`src/rtl/adc_level_defines.vh`:
```
// Purpose: register offsets, field positions, reset values for the ADC back end
// Assumes: 8-bit register address, 24-bit register data
// Notes: included by the decimator/level control top
`ifndef ADC_LEVEL_DEFINES_VH
`define ADC_LEVEL_DEFINES_VH

`define ADDR_ADC_CONTROL 8'h70
`define ADDR_ALC_CONTROL1 8'h71
`define ADDR_ALC_CONTROL2 8'h72
`define ADDR_ALC_CONTROL3 8'h73
`define ADDR_GAIN_LEFT 8'h74
`define ADDR_GAIN_RIGHT 8'h75
`define ADDR_CLOCK_SOURCE 8'h76
`define ADDR_VOLUME_LEFT 8'h77
`define ADDR_VOLUME_RIGHT 8'h78
`define ADDR_PEAK_LEFT 8'h79
`define ADDR_PEAK_RIGHT 8'h7a
`define ADDR_RECOVERY_THRESHOLD 8'h7b
`define ADDR_ATTACK_TIME 8'h7c
`define ADDR_RECOVERY_TIME 8'h7d
`define ADDR_ALC_STATUS 8'h7e

// adc control fields
`define ADC_QUARTER_BIT 0
`define ADC_ROUTE_LSB 1
// alc control 1 fields
`define ALC_ENABLE_BIT 0
`define ALC_LIMIT_MODE_BIT 1
`define ALC_RECOVERY_LSB 2
`define ALC_EXCURSION_LSB 4

`define RECOVERY_NONE 2'h0
`define RECOVERY_NORMAL 2'h1
`define RECOVERY_LIMITED 2'h2

`define RST_ROUTE 3'h1
`define RST_CLOCK_SOURCE 8'h00
`define RST_ATTACK_THRESHOLD 24'h600000
`define RST_RECOVERY_THRESHOLD 24'h300000
`define RST_ATTACK_TIME 16'h0010
`define RST_RECOVERY_TIME 16'h0400
`define RST_EXCURSION_LIMIT 4'hf

// sinc terminal counts (decimation factor less one), level midscale
`define SINC_RATIO_HALF 4'hf
`define SINC_RATIO_QUARTER 4'h7
`define MIDSCALE 6'h10

`endif

```
`src/rtl/adc_decimator_level_control.v`:
```
// Purpose: stereo sigma-delta ADC back end: clocking, decimation, volume, peaks,
//   automatic level control of the input gain amplifier
// Assumes: master clock sources arrive as one-cycle enables on clock
// Notes: register data is 24 bits, narrower registers sit in the low bits
//
// How it works
// - modulator runs at half or quarter of the selected master clock
// - sinc5 stage then three half-band stages, each dividing by two
// - sinc divides by 16 in half-rate mode, by 8 in quarter-rate mode
// - results are 24-bit two's complement words
// - each result goes to serial port, rate converter or S/PDIF by a mask
// - clock source register picks the master clock enable
// - input gain 0 to 24 dB in half-dB codes 0 to 48
// - thermometer code becomes a 5-bit level before the sinc stage
// - per-channel volume, 256 linear steps of about 0.39 percent
// - per-channel peak register, cleared by reading it
// - gain and level-control settings ignore writes while enabled
// - above attack threshold: drop gain one step, wait, test again
// - one common offset off both initial gains, never above initial
// - limit mode 1 needs both channels over, mode 0 either
// - default no recovery; reset by enable toggle or control 3 write
// - normal recovery raises gain one step per recovery interval
// - recovery holds while output is above recovery threshold
// - fully restored gain stays until the next attack
// - limited recovery counts excursion intervals, stops at the limit
// - an attack in limited recovery clears the excursion count
// - output rate is always master clock over 256
// - quarter-rate bit selects the modulator divider
//
// Strobed register access is this design's own decision.
`timescale 1ns/1ps
`include "adc_level_defines.vh"
module adc_decimator_level_control #(
  parameter DW = 24,
  parameter GW = 6,
  parameter TW = 31,
  parameter CW = 26
) (
  // system
  input wire clock,
  input wire rst_n,
  // register port
  input wire [7:0] reg_addr,
  input wire [23:0] reg_wdata,
  input wire reg_write,
  input wire reg_read,
  output reg [23:0] reg_rdata,
  // master clock source enables
  input wire [3:0] mclk_src_en,
  // modulator
  input wire [TW-1:0] therm_left,
  input wire [TW-1:0] therm_right,
  output reg modulator_clock_en,
  // input gain amplifier, half-dB codes
  output reg [GW-1:0] input_gain_amplifier_left,
  output reg [GW-1:0] input_gain_amplifier_right,
  // results
  output reg signed [DW-1:0] result_left,
  output reg signed [DW-1:0] result_right,
  output reg to_serial_valid,
  output reg to_src_valid,
  output reg to_spdif_valid
);
  localparam ST_OFF = 2'h0;
  localparam ST_ATTACK = 2'h1;
  localparam ST_RECOVER = 2'h2;
  localparam [GW-1:0] GAIN_MAX = 6'h30;

  function [DW-1:0] magnitude;
    input [DW-1:0] x;
    begin
      magnitude = x[DW-1] ? (~x + {{(DW-1){1'b0}}, 1'b1}) : x;
    end
  endfunction

  function [GW-1:0] clamp_gain;
    input [GW-1:0] g;
    begin
      clamp_gain = (g > GAIN_MAX) ? GAIN_MAX : g;
    end
  endfunction

  // control registers
  reg quarter_rate;
  reg [2:0] route;
  reg [7:0] clock_source;
  reg level_control_enable;
  reg limit_mode;
  reg [1:0] recovery_mode;
  reg [3:0] recovery_excursion_limit;
  reg [DW-1:0] attack_threshold, recovery_threshold;
  reg [15:0] attack_time, recovery_time;
  reg [GW-1:0] gain_init_left, gain_init_right;
  reg [7:0] volume_left, volume_right;
  reg [DW-1:0] peak_left, peak_right;
  // level control state
  reg [1:0] state;
  reg [GW-1:0] gain_offset;
  reg [15:0] attack_wait, recovery_count;
  reg [3:0] excursion_count;
  reg excursion_seen;
  reg restart;
  // clocking and decimation
  reg mclk_en;
  reg [1:0] mclk_div;
  reg [3:0] sinc_count;
  reg sinc_valid;
  reg signed [DW-1:0] sinc_left, sinc_right;
  reg signed [CW-1:0] integ [0:9];
  reg signed [CW-1:0] comb_dly [0:9];
  reg signed [CW-1:0] comb_in [0:9];
  reg signed [CW-1:0] comb_out [0:1];
  reg signed [CW-1:0] cv;
  integer c, s;

  wire [4:0] level_left, level_right;
  wire signed [5:0] in_left = {1'b0, level_left} - `MIDSCALE;
  wire signed [5:0] in_right = {1'b0, level_right} - `MIDSCALE;
  wire wr_locked = level_control_enable;

  therm_to_binary #(.TW(TW), .BW(5)) u_therm_left (
    .therm(therm_left),
    .level(level_left)
  );
  therm_to_binary #(.TW(TW), .BW(5)) u_therm_right (
    .therm(therm_right),
    .level(level_right)
  );

  // master clock select and modulator divider
  always @(posedge clock) begin
    if (!rst_n) begin
      mclk_en <= 1'b0;
      mclk_div <= 2'h0;
      modulator_clock_en <= 1'b0;
    end else begin
      mclk_en <= mclk_src_en[clock_source[1:0]];
      modulator_clock_en <= 1'b0;
      if (mclk_en) begin
        mclk_div <= mclk_div + 2'h1;
        modulator_clock_en <= quarter_rate ? (mclk_div == 2'h3) : mclk_div[0];
      end
    end
  end

  // sinc5 comb section, evaluated on the decimated tick
  always @* begin
    cv = {CW{1'b0}};
    for (c = 0; c < 2; c = c + 1) begin
      cv = integ[c*5+4];
      for (s = 0; s < 5; s = s + 1) begin
        comb_in[c*5+s] = cv;
        cv = cv - comb_dly[c*5+s];
      end
      comb_out[c] = cv;
    end
  end

  // sinc5 integrators at the modulator rate
  always @(posedge clock) begin
    if (!rst_n) begin
      for (c = 0; c < 10; c = c + 1) begin
        integ[c] <= {CW{1'b0}};
        comb_dly[c] <= {CW{1'b0}};
      end
      sinc_count <= 4'h0;
      sinc_valid <= 1'b0;
      sinc_left <= {DW{1'b0}};
      sinc_right <= {DW{1'b0}};
    end else begin
      sinc_valid <= 1'b0;
      if (modulator_clock_en) begin
        integ[0] <= integ[0] + {{(CW-6){in_left[5]}}, in_left};
        integ[5] <= integ[5] + {{(CW-6){in_right[5]}}, in_right};
        for (s = 1; s < 5; s = s + 1) begin
          integ[s] <= integ[s] + integ[s-1];
          integ[5+s] <= integ[5+s] + integ[5+s-1];
        end
        sinc_count <= sinc_count + 4'h1;
        // 128/16 or 64/8 leaves eight times the output rate
        if (sinc_count == (quarter_rate ? `SINC_RATIO_QUARTER : `SINC_RATIO_HALF)) begin
          sinc_count <= 4'h0;
          sinc_valid <= 1'b1;
          for (c = 0; c < 10; c = c + 1) begin
            comb_dly[c] <= comb_in[c];
          end
          // lower ratio has 2^5 less gain, rescale so full scale matches
          sinc_left <= quarter_rate ? {comb_out[0][20:0], 3'h0} : comb_out[0][CW-1:2];
          sinc_right <= quarter_rate ? {comb_out[1][20:0], 3'h0} : comb_out[1][CW-1:2];
        end
      end
    end
  end

  // three half-band stages
  wire hb_valid [0:3];
  wire signed [DW-1:0] hb_left [0:3];
  wire signed [DW-1:0] hb_right [0:3];
  assign hb_valid[0] = sinc_valid;
  assign hb_left[0] = sinc_left;
  assign hb_right[0] = sinc_right;
  genvar g;
  generate
    for (g = 0; g < 3; g = g + 1) begin : hb_chain
      halfband_decimator #(.W(DW)) u_hb (
        .clock(clock),
        .rst_n(rst_n),
        .in_valid(hb_valid[g]),
        .in_left(hb_left[g]),
        .in_right(hb_right[g]),
        .out_valid(hb_valid[g+1]),
        .out_left(hb_left[g+1]),
        .out_right(hb_right[g+1])
      );
    end
  endgenerate

  wire sample_valid = hb_valid[3];
  wire [DW-1:0] mag_left = magnitude(hb_left[3]);
  wire [DW-1:0] mag_right = magnitude(hb_right[3]);
  wire over_attack = limit_mode ?
    (mag_left > attack_threshold) && (mag_right > attack_threshold) :
    (mag_left > attack_threshold) || (mag_right > attack_threshold);
  wire over_recovery = (mag_left > recovery_threshold) || (mag_right > recovery_threshold);
  wire [GW-1:0] offset_max = (gain_init_left > gain_init_right) ? gain_init_left : gain_init_right;

  // linear volume: scale by (256 - step) / 256
  wire signed [9:0] vol_gain_left = {1'b0, 9'h100 - {1'b0, volume_left}};
  wire signed [9:0] vol_gain_right = {1'b0, 9'h100 - {1'b0, volume_right}};
  wire signed [DW+9:0] prod_left = hb_left[3] * vol_gain_left;
  wire signed [DW+9:0] prod_right = hb_right[3] * vol_gain_right;

  wire rd_peak_left = reg_read && (reg_addr == `ADDR_PEAK_LEFT);
  wire rd_peak_right = reg_read && (reg_addr == `ADDR_PEAK_RIGHT);

  // results, routing and peaks
  always @(posedge clock) begin
    if (!rst_n) begin
      result_left <= {DW{1'b0}};
      result_right <= {DW{1'b0}};
      to_serial_valid <= 1'b0;
      to_src_valid <= 1'b0;
      to_spdif_valid <= 1'b0;
      peak_left <= {DW{1'b0}};
      peak_right <= {DW{1'b0}};
    end else begin
      to_serial_valid <= sample_valid & route[0];
      to_src_valid <= sample_valid & route[1];
      to_spdif_valid <= sample_valid & route[2];
      if (sample_valid) begin
        result_left <= prod_left[DW+7:8];
        result_right <= prod_right[DW+7:8];
      end
      // a sample landing on the clearing read survives it
      if (rd_peak_left) begin
        peak_left <= sample_valid ? mag_left : {DW{1'b0}};
      end else if (sample_valid && mag_left > peak_left) begin
        peak_left <= mag_left;
      end
      if (rd_peak_right) begin
        peak_right <= sample_valid ? mag_right : {DW{1'b0}};
      end else if (sample_valid && mag_right > peak_right) begin
        peak_right <= mag_right;
      end
    end
  end

  // register writes
  always @(posedge clock) begin
    if (!rst_n) begin
      quarter_rate <= 1'b0;
      route <= `RST_ROUTE;
      clock_source <= `RST_CLOCK_SOURCE;
      level_control_enable <= 1'b0;
      limit_mode <= 1'b0;
      recovery_mode <= `RECOVERY_NONE;
      recovery_excursion_limit <= `RST_EXCURSION_LIMIT;
      attack_threshold <= `RST_ATTACK_THRESHOLD;
      recovery_threshold <= `RST_RECOVERY_THRESHOLD;
      attack_time <= `RST_ATTACK_TIME;
      recovery_time <= `RST_RECOVERY_TIME;
      gain_init_left <= {GW{1'b0}};
      gain_init_right <= {GW{1'b0}};
      volume_left <= 8'h00;
      volume_right <= 8'h00;
      restart <= 1'b0;
    end else begin
      restart <= 1'b0;
      if (reg_write) begin
        case (reg_addr)
          `ADDR_ADC_CONTROL: begin
            quarter_rate <= reg_wdata[`ADC_QUARTER_BIT];
            route <= reg_wdata[`ADC_ROUTE_LSB+2:`ADC_ROUTE_LSB];
          end
          `ADDR_CLOCK_SOURCE: clock_source <= reg_wdata[7:0];
          `ADDR_VOLUME_LEFT: volume_left <= reg_wdata[7:0];
          `ADDR_VOLUME_RIGHT: volume_right <= reg_wdata[7:0];
          `ADDR_ALC_CONTROL1: begin
            level_control_enable <= reg_wdata[`ALC_ENABLE_BIT];
            restart <= reg_wdata[`ALC_ENABLE_BIT] & ~level_control_enable;
            if (!wr_locked) begin
              limit_mode <= reg_wdata[`ALC_LIMIT_MODE_BIT];
              recovery_mode <= reg_wdata[`ALC_RECOVERY_LSB+1:`ALC_RECOVERY_LSB];
              recovery_excursion_limit <= reg_wdata[`ALC_EXCURSION_LSB+3:`ALC_EXCURSION_LSB];
            end
          end
          `ADDR_ALC_CONTROL3: restart <= 1'b1;
          default: begin
            if (!wr_locked) begin
              if (reg_addr == `ADDR_ALC_CONTROL2) attack_threshold <= reg_wdata;
              if (reg_addr == `ADDR_RECOVERY_THRESHOLD) recovery_threshold <= reg_wdata;
              if (reg_addr == `ADDR_ATTACK_TIME) attack_time <= reg_wdata[15:0];
              if (reg_addr == `ADDR_RECOVERY_TIME) recovery_time <= reg_wdata[15:0];
              if (reg_addr == `ADDR_GAIN_LEFT) gain_init_left <= clamp_gain(reg_wdata[GW-1:0]);
              if (reg_addr == `ADDR_GAIN_RIGHT) gain_init_right <= clamp_gain(reg_wdata[GW-1:0]);
            end
          end
        endcase
      end
    end
  end

  // register reads, data one cycle after the strobe
  always @(posedge clock) begin
    if (!rst_n) begin
      reg_rdata <= 24'h000000;
    end else if (reg_read) begin
      case (reg_addr)
        `ADDR_ADC_CONTROL: reg_rdata <= {20'h00000, route, quarter_rate};
        `ADDR_ALC_CONTROL1: reg_rdata <= {16'h0000, recovery_excursion_limit,
                                          recovery_mode, limit_mode, level_control_enable};
        `ADDR_ALC_CONTROL2: reg_rdata <= attack_threshold;
        `ADDR_GAIN_LEFT: reg_rdata <= {18'h00000, gain_init_left};
        `ADDR_GAIN_RIGHT: reg_rdata <= {18'h00000, gain_init_right};
        `ADDR_CLOCK_SOURCE: reg_rdata <= {16'h0000, clock_source};
        `ADDR_VOLUME_LEFT: reg_rdata <= {16'h0000, volume_left};
        `ADDR_VOLUME_RIGHT: reg_rdata <= {16'h0000, volume_right};
        `ADDR_PEAK_LEFT: reg_rdata <= peak_left;
        `ADDR_PEAK_RIGHT: reg_rdata <= peak_right;
        `ADDR_RECOVERY_THRESHOLD: reg_rdata <= recovery_threshold;
        `ADDR_ATTACK_TIME: reg_rdata <= {8'h00, attack_time};
        `ADDR_RECOVERY_TIME: reg_rdata <= {8'h00, recovery_time};
        `ADDR_ALC_STATUS: reg_rdata <= {12'h000, state, excursion_count, gain_offset};
        default: reg_rdata <= 24'h000000;
      endcase
    end else begin
      reg_rdata <= 24'h000000;
    end
  end

  // level control, stepped once per output sample
  always @(posedge clock) begin
    if (!rst_n) begin
      state <= ST_OFF;
      gain_offset <= {GW{1'b0}};
      attack_wait <= 16'h0000;
      recovery_count <= 16'h0000;
      excursion_count <= 4'h0;
      excursion_seen <= 1'b0;
    end else if (!level_control_enable || restart) begin
      state <= level_control_enable ? ST_RECOVER : ST_OFF;
      gain_offset <= {GW{1'b0}};
      attack_wait <= 16'h0000;
      recovery_count <= 16'h0000;
      excursion_count <= 4'h0;
      excursion_seen <= 1'b0;
    end else if (sample_valid) begin
      case (state)
        ST_ATTACK: begin
          if (attack_wait != 16'h0000) begin
            attack_wait <= attack_wait - 16'h0001;
          end else if (over_attack) begin // still over after the wait
            if (gain_offset < offset_max) gain_offset <= gain_offset + 6'h01;
            attack_wait <= attack_time;
          end else begin
            state <= ST_RECOVER;
            recovery_count <= 16'h0000;
            excursion_seen <= 1'b0;
          end
        end
        ST_RECOVER: begin
          if (over_attack) begin
            state <= ST_ATTACK;
            if (gain_offset < offset_max) gain_offset <= gain_offset + 6'h01;
            attack_wait <= attack_time;
            excursion_count <= 4'h0;
          end else if (recovery_mode != `RECOVERY_NONE) begin
            if (recovery_count + 16'h0001 >= recovery_time) begin
              recovery_count <= 16'h0000;
              excursion_seen <= 1'b0;
              if (excursion_seen || over_recovery) begin
                // hold; limited mode counts this interval
                if (recovery_mode == `RECOVERY_LIMITED &&
                    excursion_count != recovery_excursion_limit) begin
                  excursion_count <= excursion_count + 4'h1;
                end
              end else if (gain_offset != {GW{1'b0}}) begin
                if (recovery_mode == `RECOVERY_NORMAL) begin
                  gain_offset <= gain_offset - 6'h01;
                end else if (recovery_mode == `RECOVERY_LIMITED &&
                             excursion_count != recovery_excursion_limit) begin
                  gain_offset <= gain_offset - 6'h01;
                end
              end
            end else begin
              recovery_count <= recovery_count + 16'h0001;
              if (over_recovery) excursion_seen <= 1'b1;
            end
          end
        end
        default: state <= ST_RECOVER;
      endcase
    end
  end

  // working gains: common offset, floored at zero, never above initial
  always @(posedge clock) begin
    if (!rst_n) begin
      input_gain_amplifier_left <= {GW{1'b0}};
      input_gain_amplifier_right <= {GW{1'b0}};
    end else begin
      input_gain_amplifier_left <= (gain_init_left > gain_offset) ?
        gain_init_left - gain_offset : {GW{1'b0}};
      input_gain_amplifier_right <= (gain_init_right > gain_offset) ?
        gain_init_right - gain_offset : {GW{1'b0}};
    end
  end
endmodule // adc_decimator_level_control

```
`src/rtl/halfband_decimator.v`:
```
// Purpose: stereo half-band stage, decimates by two
// Assumes: in_valid is a one-cycle pulse per input sample
// Notes: short 1-2-1 kernel, unity dc gain, so no growth is carried forward
`timescale 1ns/1ps
module halfband_decimator #(
  parameter W = 24
) (
  // system
  input wire clock,
  input wire rst_n,
  // input samples
  input wire in_valid,
  input wire signed [W-1:0] in_left,
  input wire signed [W-1:0] in_right,
  // output samples
  output reg out_valid,
  output reg signed [W-1:0] out_left,
  output reg signed [W-1:0] out_right
);
  reg signed [W-1:0] d1_left, d2_left, d1_right, d2_right;
  reg phase;
  wire signed [W+1:0] sum_left = {{2{in_left[W-1]}}, in_left} +
    {d1_left[W-1], d1_left, 1'b0} + {{2{d2_left[W-1]}}, d2_left};
  wire signed [W+1:0] sum_right = {{2{in_right[W-1]}}, in_right} +
    {d1_right[W-1], d1_right, 1'b0} + {{2{d2_right[W-1]}}, d2_right};

  always @(posedge clock) begin
    if (!rst_n) begin
      d1_left <= {W{1'b0}};
      d2_left <= {W{1'b0}};
      d1_right <= {W{1'b0}};
      d2_right <= {W{1'b0}};
      phase <= 1'b0;
      out_valid <= 1'b0;
      out_left <= {W{1'b0}};
      out_right <= {W{1'b0}};
    end else begin
      out_valid <= in_valid & phase;
      if (in_valid) begin
        d1_left <= in_left;
        d2_left <= d1_left;
        d1_right <= in_right;
        d2_right <= d1_right;
        phase <= ~phase;
        if (phase) begin
          out_left <= sum_left[W+1:2];
          out_right <= sum_right[W+1:2];
        end
      end
    end
  end
endmodule // halfband_decimator

```
`src/rtl/therm_to_binary.v`:
```
// Purpose: flash quantizer thermometer code to binary level
// Assumes: code bits are synchronous to clock
// Notes: counts set bits, so a bubble costs one level rather than a gross error
`timescale 1ns/1ps
module therm_to_binary #(
  parameter TW = 31,
  parameter BW = 5
) (
  // thermometer in
  input wire [TW-1:0] therm,
  // binary out
  output reg [BW-1:0] level
);
  integer i;
  always @* begin
    level = {BW{1'b0}};
    for (i = 0; i < TW; i = i + 1) begin
      level = level + {{(BW-1){1'b0}}, therm[i]};
    end
  end
endmodule // therm_to_binary

```
`config.mk`:
```
export PLATFORM = sky130hd
export DESIGN_NAME = adc_decimator_level_control
export DESIGN_NICKNAME = d
export VERILOG_FILES = /design/src/rtl/adc_decimator_level_control.v /design/src/rtl/halfband_decimator.v /design/src/rtl/therm_to_binary.v
export VERILOG_INCLUDE_DIRS = /design/src /design/src/rtl
export SDC_FILE = /design/constraint.sdc
export NUM_CORES = 2
export LEC_CHECK = 0
export BUFFER_PORTS_ARGS = -buffer_cell sky130_fd_sc_hd__buf_2
export CORE_MARGIN = 2
export CORE_UTILIZATION = 68
export DETAILED_ROUTE_END_ITERATION = 10
export PLACE_DENSITY_LB_ADDON = 0.25
export SETUP_SLACK_MARGIN = 0.15
export SYNTH_ARGS = -nofsm -noshare
export SYNTH_HDL_FRONTEND = slang
export SYNTH_SLANG_ARGS = --single-unit
```
`constraint.sdc`:
```
create_clock -name clock -period 26 [get_ports clock]
set_input_delay 2.6 -clock clock [delete_from_list [all_inputs] [get_ports clock]]
set_output_delay 2.6 -clock clock [all_outputs]
set_load 0.005 [all_outputs]
```
After elaboration in Yosys (flattened, before gate mapping)
Memory sizes are Yosys's and may differ from the RTL's. Cells that the tools add are included.

$add $sub $neg: 107. $mul: 2. $lt $le $gt $ge: 13. Equality and inequality tests: 36. Mux-type cells: 87. Bitwise operators: 35. Reductions and logical operators: 51.

Operators with widths (number): 26-bit 2-to-1 mux (20); 26-bit adder (16); 24-bit one-hot mux with 14 select lines (1); 5-bit by 1-bit adder with 5-bit output (58); 26-bit subtractor (10); 24-bit 2-to-1 mux (10); 24-bit by 25-bit adder with 26-bit output (6); 24-bit greater-than comparator (6); 8-bit by 7-bit == test with 1-bit output (second input constant) (15); 16-bit 2-to-1 mux (7); 6-bit 2-to-1 mux (12); 24-bit by 10-bit multiplier with 32-bit output (2); 16-bit one-hot mux with 2 select lines (2); 24-bit by 1-bit adder with 24-bit output (second input constant) (2); 24-bit NOT (2); 2-bit AND reduction (15); 4-bit 2-to-1 mux (7); 4-bit AND reduction (7); 3-bit inequality test (second input constant) (8); 1-bit bitwise OR (20); 6-bit greater-than comparator (3); 2-bit nonzero test (9); 9-bit by 8-bit subtractor with 9-bit output (first input constant) (2); 1-bit 2-to-1 mux (17); 37 further kinds (74).

Bits in registers: 804. Bits in writable memories: 520. Bits of input ports: 102. Output and inout port bits: 88. Logic and storage cells: 396. Memories kept: 2.

Memory list: comb_dly (depth 10, bits a word 26, read ports 10, clocked after Yosys merged registers in 0, write ports 10, RTL line adc_decimator_level_control.v:110) `reg signed [CW-1:0] comb_dly [0:9];`; integ (depth 10, bits a word 26, read ports 10, clocked after Yosys merged registers in 0, write ports 10, RTL line adc_decimator_level_control.v:109) `reg signed [CW-1:0] integ [0:9];`.

Logic depth before layout (Yosys ltp)
Depth after elaboration: 33. Mapped depth: 47.

Cells and area by module
From an unflattened synthesis, not the netlist that was laid out.

Cell total of the unflattened synthesis: 11231. Area total of the unflattened synthesis: 103279.1 um^2.

By module, submodules not included: adc_decimator_level_control (times used 1, cells each 8305, area each 75796.4 um^2, seq. area each 22942.0 um^2); halfband_decimator (hb_chain[0].u_hb ...) (times used 2, cells each 922, area each 8702.1 um^2, seq. area each 2922.8 um^2); halfband_decimator (hb_chain[2].u_hb) (times used 1, cells each 914, area each 8521.9 um^2, seq. area each 2922.8 um^2); therm_to_binary (times used 2, cells each 84, area each 778.2 um^2, seq. area each 0.0 um^2).

Least setup slack after synthesis
OpenSTA, ideal clock, no wires.

Path kind: input to register. Start: input therm_left[0]. End: memory integ[0][18] (data pin). Setup time: 270 ps. Data arrival time: 9916 ps. Slack: 15814 ps. Cell stages on the path: 27. Cell sequence: ha_1 inv_1 fa_1 fa_1 fa_1 fa_1 fa_1 fa_1 inv_1 ha_1 fa_1 a21o_1 a21oi_1 xor2_1 ha_1 inv_1 o21bai_1 a21oi_1 o21bai_1 a21oi_1 o21a_1 o21ai_0 a31oi_1 o21bai_1 a2111oi_0 or3_1 a21oi_1.

RTL lines: from (decl) (RTL line adc_decimator_level_control.v:51) `input wire [TW-1:0] therm_left,`; to (decl) (RTL line adc_decimator_level_control.v:109).

==> results.md <==
- Pins Over Slew Limit: 0
- RSZ-0062 raised after global routing: no
- Hold EP: result_left[10]$_SDFFE_PN0P_
- Mean Syn Cell Area: 9.21 um^2
- I/O Buffers: 189
- CP most frequent cell: fa_1
- Num CTS Buffers: 150
- Final hold violation count: 0
- GP Congestion: 0.935
- R2R setup slack: 16620 ps
- Hold Path Stages: 2
- Die width: 389 um
- Register bit total from synthesis: 1324
- CTS tree: done
- Type of the most critical hold path: flip-flop to flip-flop
- Pre-CTS WS: 15070 ps
- Async SR Flop Fraction: 0
- Reg-to-Reg Start: integ[9][0]$_SDFFCE_PN0P_
- Yosys top cell area share: 0.160
- Clock root buffer: clkbuf_16
- Synthesized cell area: 101000 um^2
- DRT iter0 DRCs: 5504
- First-pass GRT wire length: 402 mm
- Routed via count: 79000
- Clk sinks: 1324
- H-tree levels: 4
- Worst r2r path cells: 44
- Post-CTS Setup Inserts: 0
- Largest net degree at the start of global routing: 169
- Setup Skew: 36.4 ps
- Setup Crit Path Kind: primary input to flip-flop
- Residual DRC: 0
- Post-synth EDFFs: 520
- Syn Nets: 12600
- IO Count: 190
- Top cells by area, synth: dfxtp_1, edfxtp_1, ha_1, fa_1, mux2i_1
- Reg area: 31700 um^2
- Sum Neg Setup Slack: 0 ps
- Clock latency on the worst-skew pair: 800 ps
- Clock transition at path regs: 60 ps
- Worst Min Path Start: result_left[10]$_SDFFE_PN0P_
- Grt ovf: 0
- Final ANT Viol Nets: 0
- Initial antenna violation count: 5
- Tot GR Track Use: 0.323
- Final period utilization: 0.393
- # setup viols final: 0
- Yosys warnings: 0
- Final Critical Period: 10210 ps
- Fmax: 98.0 MHz
- Max IR drop VDD: 0.245 mV
- Req. time, crit path: 26540 ps
- Leak Pwr: 48.3 nW
- Die Area: 151000 um^2
- WP data arrival: 10750 ps
- Largest buffer count on any clock path: 3
- Layout cells sized above 1: 0.0538
- Vias in the first global route: 79800
- Die span in y: 389 um
- Status: completed
- Total routed wirelength: 245 mm
- Yosys top cell by area: dfxtp_1
- # hold bufs at CTS: 0
- Vias per cell: 6.06
- Multi-input combinational cell area: 63800 um^2
- Largest stage delay, worst path: 590 ps
- Netlist cell types: 85
- Total of max-cap violations: 0
- Dpl hpwl: 181 mm
- Slew @ Worst Pin: 1320 ps
- Post_cts resized: 0
- Critical Path Start Type: primary input
- PwrDens: 86.8 nW/um^2
- Post-route setup slack: 15790 ps
- Sequential cell area fraction in the yosys report: 0.315
- Crit. End Element: flip-flop
- Final net count: 12600
- Core ar.: 147000 um^2
- Capture point of the worst reg-to-reg path: sinc_right[23]$_SDFFE_PN0P_
- TritonRoute pass-1 iters: 6
- Cell row count: 141
- Slew headroom: 0.113
- Routed len/inst: 18.8 um
- Instance count of the mapped netlist: 10900
- Layout area overhead: 7.59%
- Slowest CP cell: inv_1
- Primary FF master, synth: dfxtp_1
- Fill cells: 10600
- Initial core utilization: 0.684
- CP max FO: 21
==> power by group <==
group          leakage, nW  internal, mW  switching (mW)
logic                 34.1          2.13            2.94
clock network         2.39          1.23           0.903
registers             11.9          2.19          0.0247
==> final cells by class <==
cell class	instances	share of cell area
inverter	1081	0.0376
antenna	8	0.000185
tap	1930	0.0223
sequential	1324	0.293
timing repair buffer	259	0.0139
clock buffer	198	0.0382
multi-input combinational	8158	0.588
clock inverter	70	0.00701
==> kinds of logic (layout without fill, tap and decap cells) <==
| family | after synthesis | after routing | synth area share |
|---|---|---|---|
| xor gates and xnor gates | 660 | 660 | 0.0579 |
| other | 0 | 8 | 0 |
| buffers and inverters | 1462 | 1608 | 0.0544 |
| and+or+nand+nor | 3303 | 3303 | 0.156 |
| DFF | 1324 | 1324 | 0.315 |
| muxes | 461 | 461 | 0.0459 |
| AOI/OAI and AO/OA | 2190 | 2190 | 0.138 |
| adders and majority gates | 1544 | 1544 | 0.233 |
==> through the flow <==
step / cell area, um^2 / hold slack (ps) / power (mW) / util / std cells
2_1_floorplan: 101000 / 436 / 6.24 / - / 10900
3_3_place_gp: 104000 / 433 / 6.98 / 0.702 / 12800
3_5_place_dp: 104000 / 438 / 7.22 / 0.702 / 12800
4_1_cts: 108000 / 449 / 9.40 / 0.735 / 13000
5_1_grt: 108000 / 478 / 10.1 / 0.735 / 13000
6_report: 108000 / 446 / 9.42 / 0.735 / 13000
==> synthesized netlist by cell type, types with 19 or more instances <==
| library cell | instances |
|---|---|
| inv_1 | 1079 |
| nor2_1 | 1029 |
| ha_1 | 986 |
| nand2_1 | 806 |
| dfxtp_1 | 804 |
| a21oi_1 | 632 |
| fa_1 | 558 |
| edfxtp_1 | 520 |
| o21ai_0 | 515 |
| and2_1 | 472 |
| mux2i_1 | 456 |
| xnor2_1 | 427 |
| clkbuf_1 | 336 |
| a21o_1 | 237 |
| xor2_1 | 228 |
| nand3_1 | 214 |
| nor3_1 | 169 |
| and3_1 | 131 |
| nand2b_1 | 129 |
| nor2b_1 | 116 |
| o21a_1 | 104 |
| o21bai_1 | 94 |
| a31oi_1 | 74 |
| o31ai_1 | 72 |
| a211oi_1 | 66 |
| nand4_1 | 61 |
| or3_1 | 52 |
| a22oi_1 | 47 |
| buf_1 | 44 |
| a21boi_0 | 39 |
| a22o_1 | 37 |
| or2_2 | 36 |
| o211ai_1 | 33 |
| o2111ai_1 | 28 |
| a221oi_1 | 25 |
| nor4_1 | 19 |
==> routing by layer <==
metal  track usage  vias to the layer above  part of all wire
li1              -                    37700                 -
met1         0.391                    38300              0.40
met2         0.572                     2416              0.50
met3        0.0370                      624             0.052
met4         0.156                        0             0.050
met5             0                        -                 0
==> worst max path at each step <==
stage                        start                          to  slack (ps)
floorplan            therm_left[0]  integ[0][18]$_SDFFCE_PN0P_       15810
global placement    therm_right[0]  integ[5][22]$_SDFFCE_PN0P_       15380
detailed placement   therm_left[0]  integ[0][18]$_SDFFCE_PN0P_       15070
CTS                 therm_right[0]  integ[5][24]$_SDFFCE_PN0P_       15900
global route        therm_right[0]  integ[5][22]$_SDFFCE_PN0P_       15290
finish              therm_right[0]  integ[5][24]$_SDFFCE_PN0P_       15790
==> state kept, by name (all words and copies together) (netlist names), 16 cells and up <==
signal,flops
result_left,24
hb_chain.u_hb.out_left,72
reg_rdata,24
peak_left,24
attack_threshold,24
hb_chain.u_hb.d1_right,72
recovery_threshold,24
hb_chain.u_hb.d1_left,72
attack_time,16
sinc_left,24
attack_wait,16
comb_dly,260
recovery_time,16
hb_chain.u_hb.d2_right,72
sinc_right,24
recovery_count,16
hb_chain.u_hb.d2_left,72
hb_chain.u_hb.out_right,72
integ,260
peak_right,24
result_right,24
==> cells in the final DEF, fill, tap and decap left out, types with 214 or more instances in the layout <==
cell type | netlist | layout
a21oi_1 | 632 | 628
ha_1 | 986 | 986
nand2_1 | 806 | 804
a21o_1 | 237 | 237
nor2_1 | 1029 | 1027
nand3_1 | 214 | 214
inv_1 | 1079 | 1077
fa_1 | 558 | 558
mux2i_1 | 456 | 456
xor2_1 | 228 | 223
dfxtp_1 | 804 | 799
o21ai_0 | 515 | 515
and2_1 | 472 | 471
edfxtp_1 | 520 | 520
xnor2_1 | 427 | 421
==> critical path, delay by kind of cell <==
family,cells,cell delay [ps]
muxes,1,130
AOI/OAI and AO/OA,12,2760
buffers and inverters,7,990
xor gates and xnor gates,1,120
adders and majority gates,10,4130
(Power assumes the default switching activity.)
